[src/mkp_params.svh]
// offsets, field positions, reset values and timing counts of the matrix key panel scanner
`ifndef MKP_PARAMS_SVH
`define MKP_PARAMS_SVH

// ----------------------------------------------------------------------------
// matrix geometry
// ----------------------------------------------------------------------------
`define MKP_NUM_COMMONS 12
`define MKP_NUM_DATA 8
`define MKP_PIN_SYNC_W 37

// ----------------------------------------------------------------------------
// timing
// ----------------------------------------------------------------------------
`define MKP_CLK_PERIOD_NS 4
`define MKP_SLOT_NS 1000
`define MKP_SLOT_CYCLES ((`MKP_SLOT_NS + `MKP_CLK_PERIOD_NS - 1) / `MKP_CLK_PERIOD_NS)
`define MKP_TONE_MS 50
`define MKP_TONE_CYCLES (`MKP_TONE_MS * 1000000 / `MKP_CLK_PERIOD_NS)
`define MKP_BLINK_MS 250
`define MKP_BLINK_CYCLES (`MKP_BLINK_MS * 1000000 / `MKP_CLK_PERIOD_NS)
`define MKP_STRAP_WAIT 2'h3

// ----------------------------------------------------------------------------
// register map (byte addresses)
// ----------------------------------------------------------------------------
`define MKP_OFS_CTRL 12'h000
`define MKP_OFS_STATUS 12'h004
`define MKP_OFS_MASK 12'h008
`define MKP_OFS_METER 12'h00C
`define MKP_OFS_STATE 12'h010
`define MKP_OFS_KEY_BASE 12'h040
`define MKP_KEY_REGION 6'h01

// ----------------------------------------------------------------------------
// fields and reset values
// ----------------------------------------------------------------------------
`define MKP_CTRL_RUN_BIT 0
`define MKP_CTRL_TONE_EN_BIT 7
`define MKP_CTRL_RST 8'h01
`define MKP_ST_PUBLISH_BIT 0
`define MKP_ST_GHOST_BIT 1
`define MKP_ST_TONE_BIT 2
`define MKP_METER_FULL 8'hF8
`define MKP_METER_FIELD_MAX 5'h1F

`endif

[src/mkp_pkg.sv]
// types shared by the matrix key panel scanner files
package mkp_pkg;

    typedef enum logic [1:0] {
        MKP_ST_HALT  = 2'b00,
        MKP_ST_SLOT  = 2'b01,
        MKP_ST_CHECK = 2'b10
    } mkp_state_e;

    typedef logic [7:0] mkp_word_t;

endpackage

[src/mkp_key_mem.sv]
// two-bank key image memory with one write port and two registered read ports
module mkp_key_mem #(
    parameter int WIDTH = 8,
    parameter int DEPTH = 32,
    parameter int AW = 5
) (
    input wire logic clk,
    input wire logic we,
    input wire logic [AW-1:0] waddr,
    input wire logic [WIDTH-1:0] wdata,
    input wire logic [AW-1:0] raddr_a,
    output logic [WIDTH-1:0] rdata_a,
    input wire logic [AW-1:0] raddr_b,
    output logic [WIDTH-1:0] rdata_b
);

    logic [WIDTH-1:0] mem [DEPTH];

    always_ff @(posedge clk) begin
        if (we) begin
            mem[waddr] <= wdata;
        end
    end

    // read data registered; a word written in the same cycle reads old data
    always_ff @(posedge clk) begin
        rdata_a <= mem[raddr_a];
        rdata_b <= mem[raddr_b];
    end

endmodule

[src/mkp_scanner.sv]
// matrix key panel scanner: key scan, ghost rejection, tone, meters, indicators, apb registers
`include "mkp_params.svh"

// Summary of operation
// select line open: drop the whole matrix when three or more keys close.
// a third key drops all three; releasing one restores the other two.
// select line grounded: three simultaneous keys are accepted (external diodes).
// tone enabled or disabled per group of eight keys sharing one common.
// closure sounds tone if its common is unlinked from the group select.
// host must set tone enable, bit 7 of control, before any tone.
// tone only on a new closure, never on hold or release; held keys sound again after a rejected (blank) scan.
// tone group links captured once after reset, later changes ignored.
// load and speed meter values reported as five-bit codes.
// input above full scale reads as the full-scale code.
// each five-bit meter code sits in bits 3 to 7 of its byte.
// scan indicator blinks while scanning, holds steady when halted.
// alarm indicator lit while an alarm stands, dark otherwise.
// commons driven one at a time in order, all data lines sampled.
// closures counted over a full scan, checked, then image published.
module mkp_scanner #(
    parameter int TONE_CYCLES = `MKP_TONE_CYCLES,
    parameter int BLINK_CYCLES = `MKP_BLINK_CYCLES,
    parameter int SLOT_CYCLES = `MKP_SLOT_CYCLES
) (
    input wire logic pclk,
    input wire logic presetn,
    input wire logic [11:0] paddr,
    input wire logic psel,
    input wire logic penable,
    input wire logic pwrite,
    input wire logic [31:0] pwdata,
    output logic [31:0] prdata,
    output logic pready,
    output logic pslverr,
    input wire logic [7:0] key_data_line_n,
    output logic [11:0] key_common_line_n,
    input wire logic three_input_select_n,
    input wire logic [11:0] tone_group_link_n,
    input wire logic [7:0] load_meter_input,
    input wire logic [7:0] speed_meter_input,
    output logic tone_out,
    output logic scan_indicator,
    output logic alarm_indicator,
    output logic irq
);

    // ------------------------------------------------------------------------
    // pin synchronisers
    // ------------------------------------------------------------------------
    logic [`MKP_PIN_SYNC_W-1:0] pin_raw;
    logic [`MKP_PIN_SYNC_W-1:0] pin_meta;
    logic [`MKP_PIN_SYNC_W-1:0] pin_sync;

    assign pin_raw = {speed_meter_input, load_meter_input, three_input_select_n, tone_group_link_n, key_data_line_n};

    genvar gi;
    generate
        for (gi = 0; gi < `MKP_PIN_SYNC_W; gi++) begin : g_sync
            always_ff @(posedge pclk or negedge presetn) begin
                if (!presetn) begin
                    pin_meta[gi] <= 1'b1;
                    pin_sync[gi] <= 1'b1;
                end else begin
                    pin_meta[gi] <= pin_raw[gi];
                    pin_sync[gi] <= pin_meta[gi];
                end
            end
        end
    endgenerate

    logic [7:0] data_closed;
    logic [11:0] link_sync_n;
    logic reject_mode;
    logic [7:0] load_sync;
    logic [7:0] speed_sync;

    // key data pins are active low: a closed key pulls its data line down
    assign data_closed = ~pin_sync[7:0];
    assign link_sync_n = pin_sync[19:8];
    assign reject_mode = pin_sync[20];
    assign load_sync = pin_sync[28:21];
    assign speed_sync = pin_sync[36:29];

    // ------------------------------------------------------------------------
    // registers and shared state
    // ------------------------------------------------------------------------
    mkp_pkg::mkp_state_e state;
    logic [3:0] cidx;
    logic [15:0] slot_cnt;
    logic [1:0] close_cnt;
    logic pub_bank;
    logic blank;
    logic ghost_hit;
    logic [7:0] ctrl;
    logic [2:0] status;
    logic [2:0] mask;
    logic [11:0] tone_group;
    logic captured;
    logic [1:0] strap_wait;
    logic [7:0] load_byte;
    logic [7:0] speed_byte;
    logic [7:0] load_prev;
    logic [7:0] speed_prev;
    logic [31:0] tone_cnt;
    logic [31:0] blink_cnt;
    mkp_pkg::mkp_word_t old_raw;
    mkp_pkg::mkp_word_t key_raw;

    logic run;
    logic tone_enable;
    logic slot_last;
    logic [4:0] close_sum;
    mkp_pkg::mkp_word_t old_word;
    mkp_pkg::mkp_word_t new_bits;
    logic tone_start;
    logic ghost;

    assign run = ctrl[`MKP_CTRL_RUN_BIT];
    assign tone_enable = ctrl[`MKP_CTRL_TONE_EN_BIT];
    assign slot_last = (state == mkp_pkg::MKP_ST_SLOT) && (slot_cnt == 16'(SLOT_CYCLES - 1));
    assign close_sum = 5'(close_cnt) + 5'($countones(data_closed));
    assign ghost = reject_mode && (close_cnt == 2'h3);

    // ------------------------------------------------------------------------
    // scan sequencer
    // ------------------------------------------------------------------------
    always_ff @(posedge pclk or negedge presetn) begin
        if (!presetn) begin
            state <= mkp_pkg::MKP_ST_HALT;
            cidx <= 4'h0;
            slot_cnt <= 16'h0000;
            close_cnt <= 2'h0;
        end else begin
            case (state)
                mkp_pkg::MKP_ST_HALT: begin
                    cidx <= 4'h0;
                    slot_cnt <= 16'h0000;
                    close_cnt <= 2'h0;
                    if (run) begin
                        state <= mkp_pkg::MKP_ST_SLOT;
                    end
                end
                mkp_pkg::MKP_ST_SLOT: begin
                    if (slot_last) begin
                        slot_cnt <= 16'h0000;
                        // saturate at three: only "three or more" matters
                        close_cnt <= (close_sum >= 5'h03) ? 2'h3 : close_sum[1:0];
                        if (cidx == 4'(`MKP_NUM_COMMONS - 1)) begin
                            cidx <= 4'h0;
                            state <= mkp_pkg::MKP_ST_CHECK;
                        end else begin
                            cidx <= cidx + 4'h1;
                        end
                    end else begin
                        slot_cnt <= slot_cnt + 16'h0001;
                    end
                end
                mkp_pkg::MKP_ST_CHECK: begin
                    close_cnt <= 2'h0;
                    state <= run ? mkp_pkg::MKP_ST_SLOT : mkp_pkg::MKP_ST_HALT;
                end
                default: begin
                    state <= mkp_pkg::MKP_ST_HALT;
                end
            endcase
        end
    end

    // one common low at a time; all high while halted
    always_ff @(posedge pclk or negedge presetn) begin
        if (!presetn) begin
            key_common_line_n <= 12'hFFF;
        end else if (state == mkp_pkg::MKP_ST_SLOT) begin
            key_common_line_n <= ~(12'h001 << cidx);
        end else begin
            key_common_line_n <= 12'hFFF;
        end
    end

    // ------------------------------------------------------------------------
    // key image: scan fills the hidden bank, check flips banks
    // ------------------------------------------------------------------------
    mkp_key_mem #(
        .WIDTH(8),
        .DEPTH(32),
        .AW(5)
    ) u_mem (
        .clk(pclk),
        .we(slot_last),
        .waddr({~pub_bank, cidx}),
        .wdata(data_closed),
        .raddr_a({pub_bank, cidx}),
        .rdata_a(old_raw),
        .raddr_b({pub_bank, paddr[5:2]}),
        .rdata_b(key_raw)
    );

    // a rejected scan publishes an empty image without touching memory
    always_ff @(posedge pclk or negedge presetn) begin
        if (!presetn) begin
            pub_bank <= 1'b0;
            blank <= 1'b1;
            ghost_hit <= 1'b0;
        end else if (state == mkp_pkg::MKP_ST_CHECK) begin
            pub_bank <= ~pub_bank;
            blank <= ghost;
            // blank is also set before the first scan; only a real rejection is an alarm
            ghost_hit <= ghost;
        end
    end

    // ------------------------------------------------------------------------
    // confirmation tone
    // ------------------------------------------------------------------------
    // tone group is a strap: caught once the synchronisers have settled
    always_ff @(posedge pclk or negedge presetn) begin
        if (!presetn) begin
            strap_wait <= 2'h0;
            captured <= 1'b0;
            tone_group <= 12'h000;
        end else if (!captured) begin
            if (strap_wait == `MKP_STRAP_WAIT) begin
                tone_group <= ~link_sync_n;
                captured <= 1'b1;
            end else begin
                strap_wait <= strap_wait + 2'h1;
            end
        end
    end

    // compared against the last published image, so a held key stays silent unless that image was rejected (blank)
    assign old_word = blank ? 8'h00 : old_raw;
    assign new_bits = data_closed & ~old_word;
    assign tone_start = slot_last && (|new_bits) && !tone_group[cidx] && tone_enable && captured;

    always_ff @(posedge pclk or negedge presetn) begin
        if (!presetn) begin
            tone_cnt <= 32'h0;
            tone_out <= 1'b0;
        end else if (tone_start) begin
            tone_cnt <= 32'(TONE_CYCLES - 1);
            tone_out <= 1'b1;
        end else if (tone_cnt != 32'h0) begin
            tone_cnt <= tone_cnt - 32'h1;
        end else begin
            tone_out <= 1'b0;
        end
    end

    // ------------------------------------------------------------------------
    // meters
    // ------------------------------------------------------------------------
    // a code crosses bit by bit, so it is taken only once two samples agree
    always_ff @(posedge pclk or negedge presetn) begin
        if (!presetn) begin
            load_prev <= 8'h00;
            speed_prev <= 8'h00;
        end else begin
            load_prev <= load_sync;
            speed_prev <= speed_sync;
        end
    end

    always_ff @(posedge pclk or negedge presetn) begin
        if (!presetn) begin
            load_byte <= 8'h00;
            speed_byte <= 8'h00;
        end else begin
            if (load_sync == load_prev) begin
                load_byte <= {(load_sync > `MKP_METER_FULL) ? `MKP_METER_FIELD_MAX : load_sync[7:3],
                              3'h0};
            end
            if (speed_sync == speed_prev) begin
                speed_byte <= {(speed_sync > `MKP_METER_FULL) ? `MKP_METER_FIELD_MAX : speed_sync[7:3],
                               3'h0};
            end
        end
    end

    // ------------------------------------------------------------------------
    // indicators
    // ------------------------------------------------------------------------
    always_ff @(posedge pclk or negedge presetn) begin
        if (!presetn) begin
            blink_cnt <= 32'h0;
            scan_indicator <= 1'b0;
        end else if (state != mkp_pkg::MKP_ST_HALT) begin
            if (blink_cnt == 32'(BLINK_CYCLES - 1)) begin
                blink_cnt <= 32'h0;
                scan_indicator <= ~scan_indicator;
            end else begin
                blink_cnt <= blink_cnt + 32'h1;
            end
        end
    end

    // a rejected key image is the alarm condition
    always_ff @(posedge pclk or negedge presetn) begin
        if (!presetn) begin
            alarm_indicator <= 1'b0;
        end else begin
            alarm_indicator <= ghost_hit;
        end
    end

    // ------------------------------------------------------------------------
    // apb slave
    // ------------------------------------------------------------------------
    logic acc_first;
    logic wr_fire;
    logic is_key;
    logic mapped;
    logic [31:0] rd_mux;
    logic [2:0] st_set;
    logic [2:0] st_clr;

    assign acc_first = psel && penable && !pready;
    assign wr_fire = psel && penable && pready && pwrite && !pslverr;
    assign is_key = (paddr[11:6] == `MKP_KEY_REGION) && (paddr[5:2] < 4'(`MKP_NUM_COMMONS)) && (paddr[1:0] == 2'h0);

    always_comb begin
        mapped = 1'b1;
        rd_mux = 32'h0;
        if (is_key) begin
            rd_mux = blank ? 32'h0 : {24'h0, key_raw};
        end else begin
            case (paddr)
                `MKP_OFS_CTRL: rd_mux = {24'h0, ctrl};
                `MKP_OFS_STATUS: rd_mux = {29'h0, status};
                `MKP_OFS_MASK: rd_mux = {29'h0, mask};
                `MKP_OFS_METER: rd_mux = {16'h0, speed_byte, load_byte};
                `MKP_OFS_STATE: rd_mux = {16'h0, tone_group, 2'h0, blank, reject_mode};
                default: mapped = 1'b0;
            endcase
        end
    end

    // one wait cycle lets the registered memory read settle
    always_ff @(posedge pclk or negedge presetn) begin
        if (!presetn) begin
            pready <= 1'b0;
            pslverr <= 1'b0;
            prdata <= 32'h0;
        end else begin
            pready <= acc_first;
            pslverr <= acc_first && !mapped;
            if (acc_first) begin
                prdata <= (pwrite || !mapped) ? 32'h0 : rd_mux;
            end
        end
    end

    always_ff @(posedge pclk or negedge presetn) begin
        if (!presetn) begin
            ctrl <= `MKP_CTRL_RST;
            mask <= 3'h0;
        end else if (wr_fire) begin
            if (paddr == `MKP_OFS_CTRL) begin
                ctrl <= pwdata[7:0];
            end
            if (paddr == `MKP_OFS_MASK) begin
                mask <= pwdata[2:0];
            end
        end
    end

    // ------------------------------------------------------------------------
    // interrupts: sticky, write one to clear, set beats clear
    // ------------------------------------------------------------------------
    assign st_set[`MKP_ST_PUBLISH_BIT] = (state == mkp_pkg::MKP_ST_CHECK);
    assign st_set[`MKP_ST_GHOST_BIT] = (state == mkp_pkg::MKP_ST_CHECK) && ghost;
    assign st_set[`MKP_ST_TONE_BIT] = tone_start;
    assign st_clr = (wr_fire && paddr == `MKP_OFS_STATUS) ? pwdata[2:0] : 3'h0;

    always_ff @(posedge pclk or negedge presetn) begin
        if (!presetn) begin
            status <= 3'h0;
            irq <= 1'b0;
        end else begin
            status <= (status & ~st_clr) | st_set;
            irq <= |(status & mask);
        end
    end

    // ------------------------------------------------------------------------
    // assertions
    // ------------------------------------------------------------------------
    property p_common_onehot;
        @(posedge pclk) disable iff (!presetn)
        (state == mkp_pkg::MKP_ST_SLOT && slot_cnt == 16'h0001) |-> (~key_common_line_n == (12'h001 << cidx));
    endproperty
    a_common_onehot: assert property (p_common_onehot) else $error("common line not one-hot");

    property p_ghost_drop;
        @(posedge pclk) disable iff (!presetn)
        (state == mkp_pkg::MKP_ST_CHECK && reject_mode && close_cnt == 2'h3) |=> blank ##1 alarm_indicator;
    endproperty
    a_ghost_drop: assert property (p_ghost_drop) else $error("ghost scan not rejected");

    property p_two_restored;
        @(posedge pclk) disable iff (!presetn)
        (state == mkp_pkg::MKP_ST_CHECK && close_cnt < 2'h3) |=> !blank;
    endproperty
    a_two_restored: assert property (p_two_restored) else $error("image not restored");

    property p_three_accepted;
        @(posedge pclk) disable iff (!presetn)
        (state == mkp_pkg::MKP_ST_CHECK && !reject_mode) |=> !blank;
    endproperty
    a_three_accepted: assert property (p_three_accepted) else $error("three keys dropped");

    property p_tone_gate;
        @(posedge pclk) disable iff (!presetn)
        tone_start |-> (tone_enable && !tone_group[cidx] && |(data_closed & ~old_word));
    endproperty
    a_tone_gate: assert property (p_tone_gate) else $error("tone without cause");

    property p_tone_len;
        @(posedge pclk) disable iff (!presetn)
        tone_start |=> tone_out [*3];
    endproperty
    a_tone_len: assert property (p_tone_len) else $error("tone too short");

    property p_strap_hold;
        @(posedge pclk) disable iff (!presetn)
        captured |=> $stable(tone_group) && captured;
    endproperty
    a_strap_hold: assert property (p_strap_hold) else $error("tone group changed");

    property p_meter_clamp;
        @(posedge pclk) disable iff (!presetn)
        (load_sync > `MKP_METER_FULL && load_sync == load_prev) |=> (load_byte == 8'hF8);
    endproperty
    a_meter_clamp: assert property (p_meter_clamp) else $error("meter not clamped");

    property p_meter_field;
        @(posedge pclk) disable iff (!presetn)
        (speed_sync == speed_prev) |=> (speed_byte == {$past(speed_sync[7:3]), 3'h0} && load_byte[2:0] == 3'h0);
    endproperty
    a_meter_field: assert property (p_meter_field) else $error("meter field misplaced");

    property p_halt_steady;
        @(posedge pclk) disable iff (!presetn)
        (state == mkp_pkg::MKP_ST_HALT) |=> $stable(scan_indicator);
    endproperty
    a_halt_steady: assert property (p_halt_steady) else $error("indicator moved while halted");

    property p_alarm;
        @(posedge pclk) disable iff (!presetn)
        !ghost_hit |=> !alarm_indicator;
    endproperty
    a_alarm: assert property (p_alarm) else $error("alarm without cause");

endmodule

[config.mk]
export PLATFORM = sky130hd
export DESIGN_NAME = mkp_scanner
export DESIGN_NICKNAME = d
export VERILOG_FILES = /design/src/mkp_pkg.sv /design/src/mkp_key_mem.sv /design/src/mkp_scanner.sv
export VERILOG_INCLUDE_DIRS = /design/src
export SDC_FILE = /design/constraint.sdc
export NUM_CORES = 1
export LEC_CHECK = 0
export ABC_CLOCK_PERIOD_IN_PS = 4600
export BUFFER_PORTS_ARGS = -buffer_cell sky130_fd_sc_hd__clkbuf_2
export CAP_MARGIN = 20
export CORE_MARGIN = 10
export CORE_UTILIZATION = 30
export CTS_BUF_LIST = sky130_fd_sc_hd__clkbuf_16
export DETAILED_ROUTE_END_ITERATION = 16
export PLACE_DENSITY = 0.46
export SYNTH_ARGS = -nofsm -noshare
export SYNTH_HDL_FRONTEND = slang
export SYNTH_SLANG_ARGS = --single-unit
[constraint.sdc]
create_clock -name pclk -period 4.6 [get_ports pclk]
set_input_delay 0 -clock pclk [delete_from_list [all_inputs] [get_ports pclk]]
set_output_delay 0 -clock pclk [all_outputs]
set_load 0.03 [all_outputs]
==> summary.md <==
| Metric | Value |
|---|---|
| Max Slew Vio Count | `0` |
| Routability cong. | `0.841` |
| Antenna violations before repair | `1` |
| Slew @ Worst Pin | `1.09 ns` |
| Post-cts sizing count | `0` |
| Post-route minimum period | `3.72 ns` |
| TritonRoute pass-1 iters | `5` |
| # clock sinks | `526` |
| LEAKAGE | `10.5 nW` |
| Hold_buf cts | `81` |
| TNS Setup | `0 ns` |
| Number of global-route vias before repair | `14400` |
| Yosys reg bits | `526` |
| Max-capacitance violation count | `0` |
| Status | `complete, no violations` |
| Worst path cell trace | `inv_1, buf_4, fa_1, inv_1, fa_1, inv_1, fa_1, fa_1, inv_1, fa_1, nor2b_1, a31oi_1, nor3_1, a21oi_1` |
| Largest net degree at the start of global routing | `105` |
| Remaining DRCs | `0` |
| Distinct cells, synth | `76` |
| CTS clk-pin slew, worst paths | `0.06 ns` |
| NetSw | `2.21 mW` |
| H-tree depth | `2` |
| First-pass GRT wire length | `95800 µm` |
| Routed length per instance | `22.3 µm` |
| Initial Utilization | `30.3%` |
| Peak Freq | `268 MHz` |
| Post-CTS Setup Inserts | `0` |
| Final Cycle Share | `81.0%` |
| Final-report hold violation count | `0` |
| CP max-delay cell | `fa_1` |
| CP dominant cell by count | `fa_1` |
| Core ar. | `75900 µm²` |
| Synth top area share | `33.4%` |
| CP max FO | `33` |
| HPWL reported at the end of detailed placement | `43200 µm` |
| Vias | `14200` |
| Dominant cells by area after synthesis | `edfxtp_1 33%, dfrtp_1 18%, mux4_2 13%` |
| 1st-iter DRT viols | `1133` |
| Synth Instances | `1542` |
| Synth warn | `0` |
| FILL cells | `7192` |
| Fin cells | `2835` |
| CTS tree | `done` |
| PD cells | `370 nW/µm²` |
| Skew-Pair Late Insertion Delay | `0.62 ns` |
| Final nets | `1867` |
| Clock Skew | `0.0333 ns` |
| CP delay by family, top | `adder cells` |
| Internal power | `8.03 mW` |
| Crit Path Class | `flop to flop` |
| Max-slew headroom | `27.3%` |
| Area of the mapped netlist | `23000 µm²` |
| Clk buf depth | `3` |
| Crit start category | `flop` |
| Io pins | `136` |
| Post-synth EDFFs | `256` |
| # diodes | `0` |
| Final WL | `63100 µm` |
| Sequential cell area fraction in the yosys report | `63.0%` |
| Share of post-route cells with drive strength above 1 | `29.0%` |
| Post-Syn Area per Cell | `14.9 µm²` |
| Port bufs | `95` |
| Crit. End Element | `flop` |
| Critical path's largest stage delay | `0.57 ns` |
| Critical path data required time | `5.13 ns` |
| CTS root buffer | `clkbuf_16` |
| Top cell type by total area after synthesis | `edfxtp_1` |
| Clock network power share | `46.0%` |
| FP Rows | `101` |
| Worst vdd ir | `0.000337 V` |
| Die width | `297 µm` |
| RSZ-0062 raised after global routing | `no` |
| DR vias/cell | `5.02` |
| Area Overhead vs Synth | `20.3%` |
| Ys async rst share | `48.3%` |
| Crit path DAT | `4.26 ns` |
| Comb power frac | `4.4%` |
| Ys flop type | `edfxtp_1` |
| Chip height | `297 µm` |
| Antenna-violating nets left | `0` |
| Gr usage total | `14.1%` |
| Post-placement cell count | `2647` |
| Sw Share | `21.6%` |
| CP Buf/Inv Count | `5` |
| Hold Path Class | `primary input to flop` |
| Endpoints failing setup | `0` |
| Sequential fraction of design power | `49.6%` |
| Gr ovfl total | `0` |
| Die area | `88100 µm²` |
| CTS Buf Count | `58` |
| R2R setup slack | `0.88 ns` |
==> synthesized netlist by cell type (all sizes together), types with 8 or more instances <==
cell,count
mux2,31
and3,17
a21oi,31
nor4,15
nand2b,13
or4,18
nor2b,14
a32oi,8
o31ai,12
nand2,99
mux2i,26
xor2,17
ha,15
clkbuf,44
dfstp,88
nand4,29
nor2,79
or3,27
and2,13
mux4,129
edfxtp,256
xnor2,42
a22oi,35
nand3,47
dfxtp,16
a22o,13
inv,29
buf,49
o21ai,70
dfrtp,166
nor3,18
==> sequential cells by signal, indices dropped and copies added (netlist names), 3 cells and up <==
| name | flops |
|---|---|
| blink_cnt | 32 |
| cidx | 4 |
| ctrl | 8 |
| key_common_line_n | 12 |
| link_sync_n | 12 |
| load_byte | 5 |
| load_prev | 8 |
| load_sync | 8 |
| mask | 3 |
| pin_meta | 37 |
| pin_sync | 16 |
| prdata | 16 |
| slot_cnt | 16 |
| speed_byte | 5 |
| speed_prev | 8 |
| status | 3 |
| tone_cnt | 32 |
| tone_group | 12 |
| u_mem.mem | 256 |
| u_mem.rdata_a | 8 |
| u_mem.rdata_b | 8 |
==> placed cells by master, fill, tap and decap left out, types with 10 or more instances in the layout <==
cell type      instances
buf_4                 57
o31ai_1               11
dfstp_2               88
conb_1                16
or4_1                 13
mux4_2               129
a21oi_1               28
a22o_1                13
or3_1                 26
inv_1                 36
clkbuf_2              92
xnor2_1               42
nor2b_1               14
mux2i_1               26
clkbuf_16             65
dlygate4sd3_1         81
nand2b_1              13
o21ai_0               68
nor4_1                10
nor3_1                18
clkinv_2              13
and2_1                10
ha_1                  15
a22oi_1               35
xor2_1                17
and3_1                17
dfxtp_1               16
mux2_2                30
nand3_1               47
nand2_1               98
dfrtp_1              164
nand4_1               29
nor2_1                79
edfxtp_1             256
==> layer usage <==
metal	track usage [%]	routed length [µm]	vias up
met3	2.03	3530	84
met4	3.89	1420	2
met5	0	12	-
met2	22.2	29500	404
met1	19.9	28700	7415
li1	-	-	6338
==> path summary, 6_finish.rpt <==
kind / from / endpoint / depth (start not counted)
max: pin_sync[0] / close_cnt[0] / 14
min: key_data_line_n[1] / pin_meta[1] / 2
max reg2reg: pin_sync[0] / close_cnt[0] / 14
min reg2reg: pin_meta[1] / pin_sync[1] / 0
max in group asynchronous: presetn / speed_prev[0] / 3
min in group asynchronous: presetn / load_prev[5] / 2
==> cell type report <==
class | instances | area [µm²] | share of cell area (%)
Clock buffer | 65 | 1630 | 5.88
Clock inverter | 40 | 332 | 1.20
Inverter | 29 | 109 | 0.394
Multi-Input combinational cell | 909 | 8040 | 29.1
Sequential cell | 526 | 14500 | 52.4
Tap cell | 1030 | 1290 | 4.66
Timing Repair Buffer | 236 | 1780 | 6.43
==> stage by stage <==
step / hold WS, ns / power [mW] / cell area (µm²) / utilization [%] / setup slack, ns
2_1_floorplan: -0.296 / 5.38 / 23000 / - / 1.06
3_3_place_gp: 0.0878 / 5.57 / 24900 / 32.7 / 0.937
3_5_place_dp: 0.0889 / 5.57 / 24900 / 32.7 / 0.890
4_1_cts: 0.00103 / 10.4 / 27600 / 36.4 / 0.871
5_1_grt: 0.0206 / 10.6 / 27600 / 36.4 / 0.725
6_report: 0.0305 / 10.2 / 27600 / 36.4 / 0.876
==> logic make-up (layout without fill, tap and decap cells) <==
kind of cell / after synthesis / after routing / share of synthesized area, %
other: 1 / 16 / 0.0163
adders and majority gates: 21 / 21 / 1.34
xor gates and xnor gates: 59 / 59 / 2.25
muxes: 186 / 186 / 15.3
DFF: 526 / 526 / 63.0
and+or+nand+nor: 416 / 416 / 9.63
AOI/OAI and AO/OA: 211 / 211 / 6.10
buffers and inverters: 122 / 370 / 2.43
==> power by group through the flow <==
stage / clock network (mW) / registers [mW] / logic [mW]
3_3_place_gp: 0 / 5.17 / 0.399
6_report: 4.71 / 5.08 / 0.452
5_1_grt: 5.03 / 5.08 / 0.496
4_1_cts: 4.85 / 5.08 / 0.459
2_1_floorplan: 0 / 5.15 / 0.230
3_5_place_dp: 0 / 5.17 / 0.404
Power figures use the tool's default switching activity.
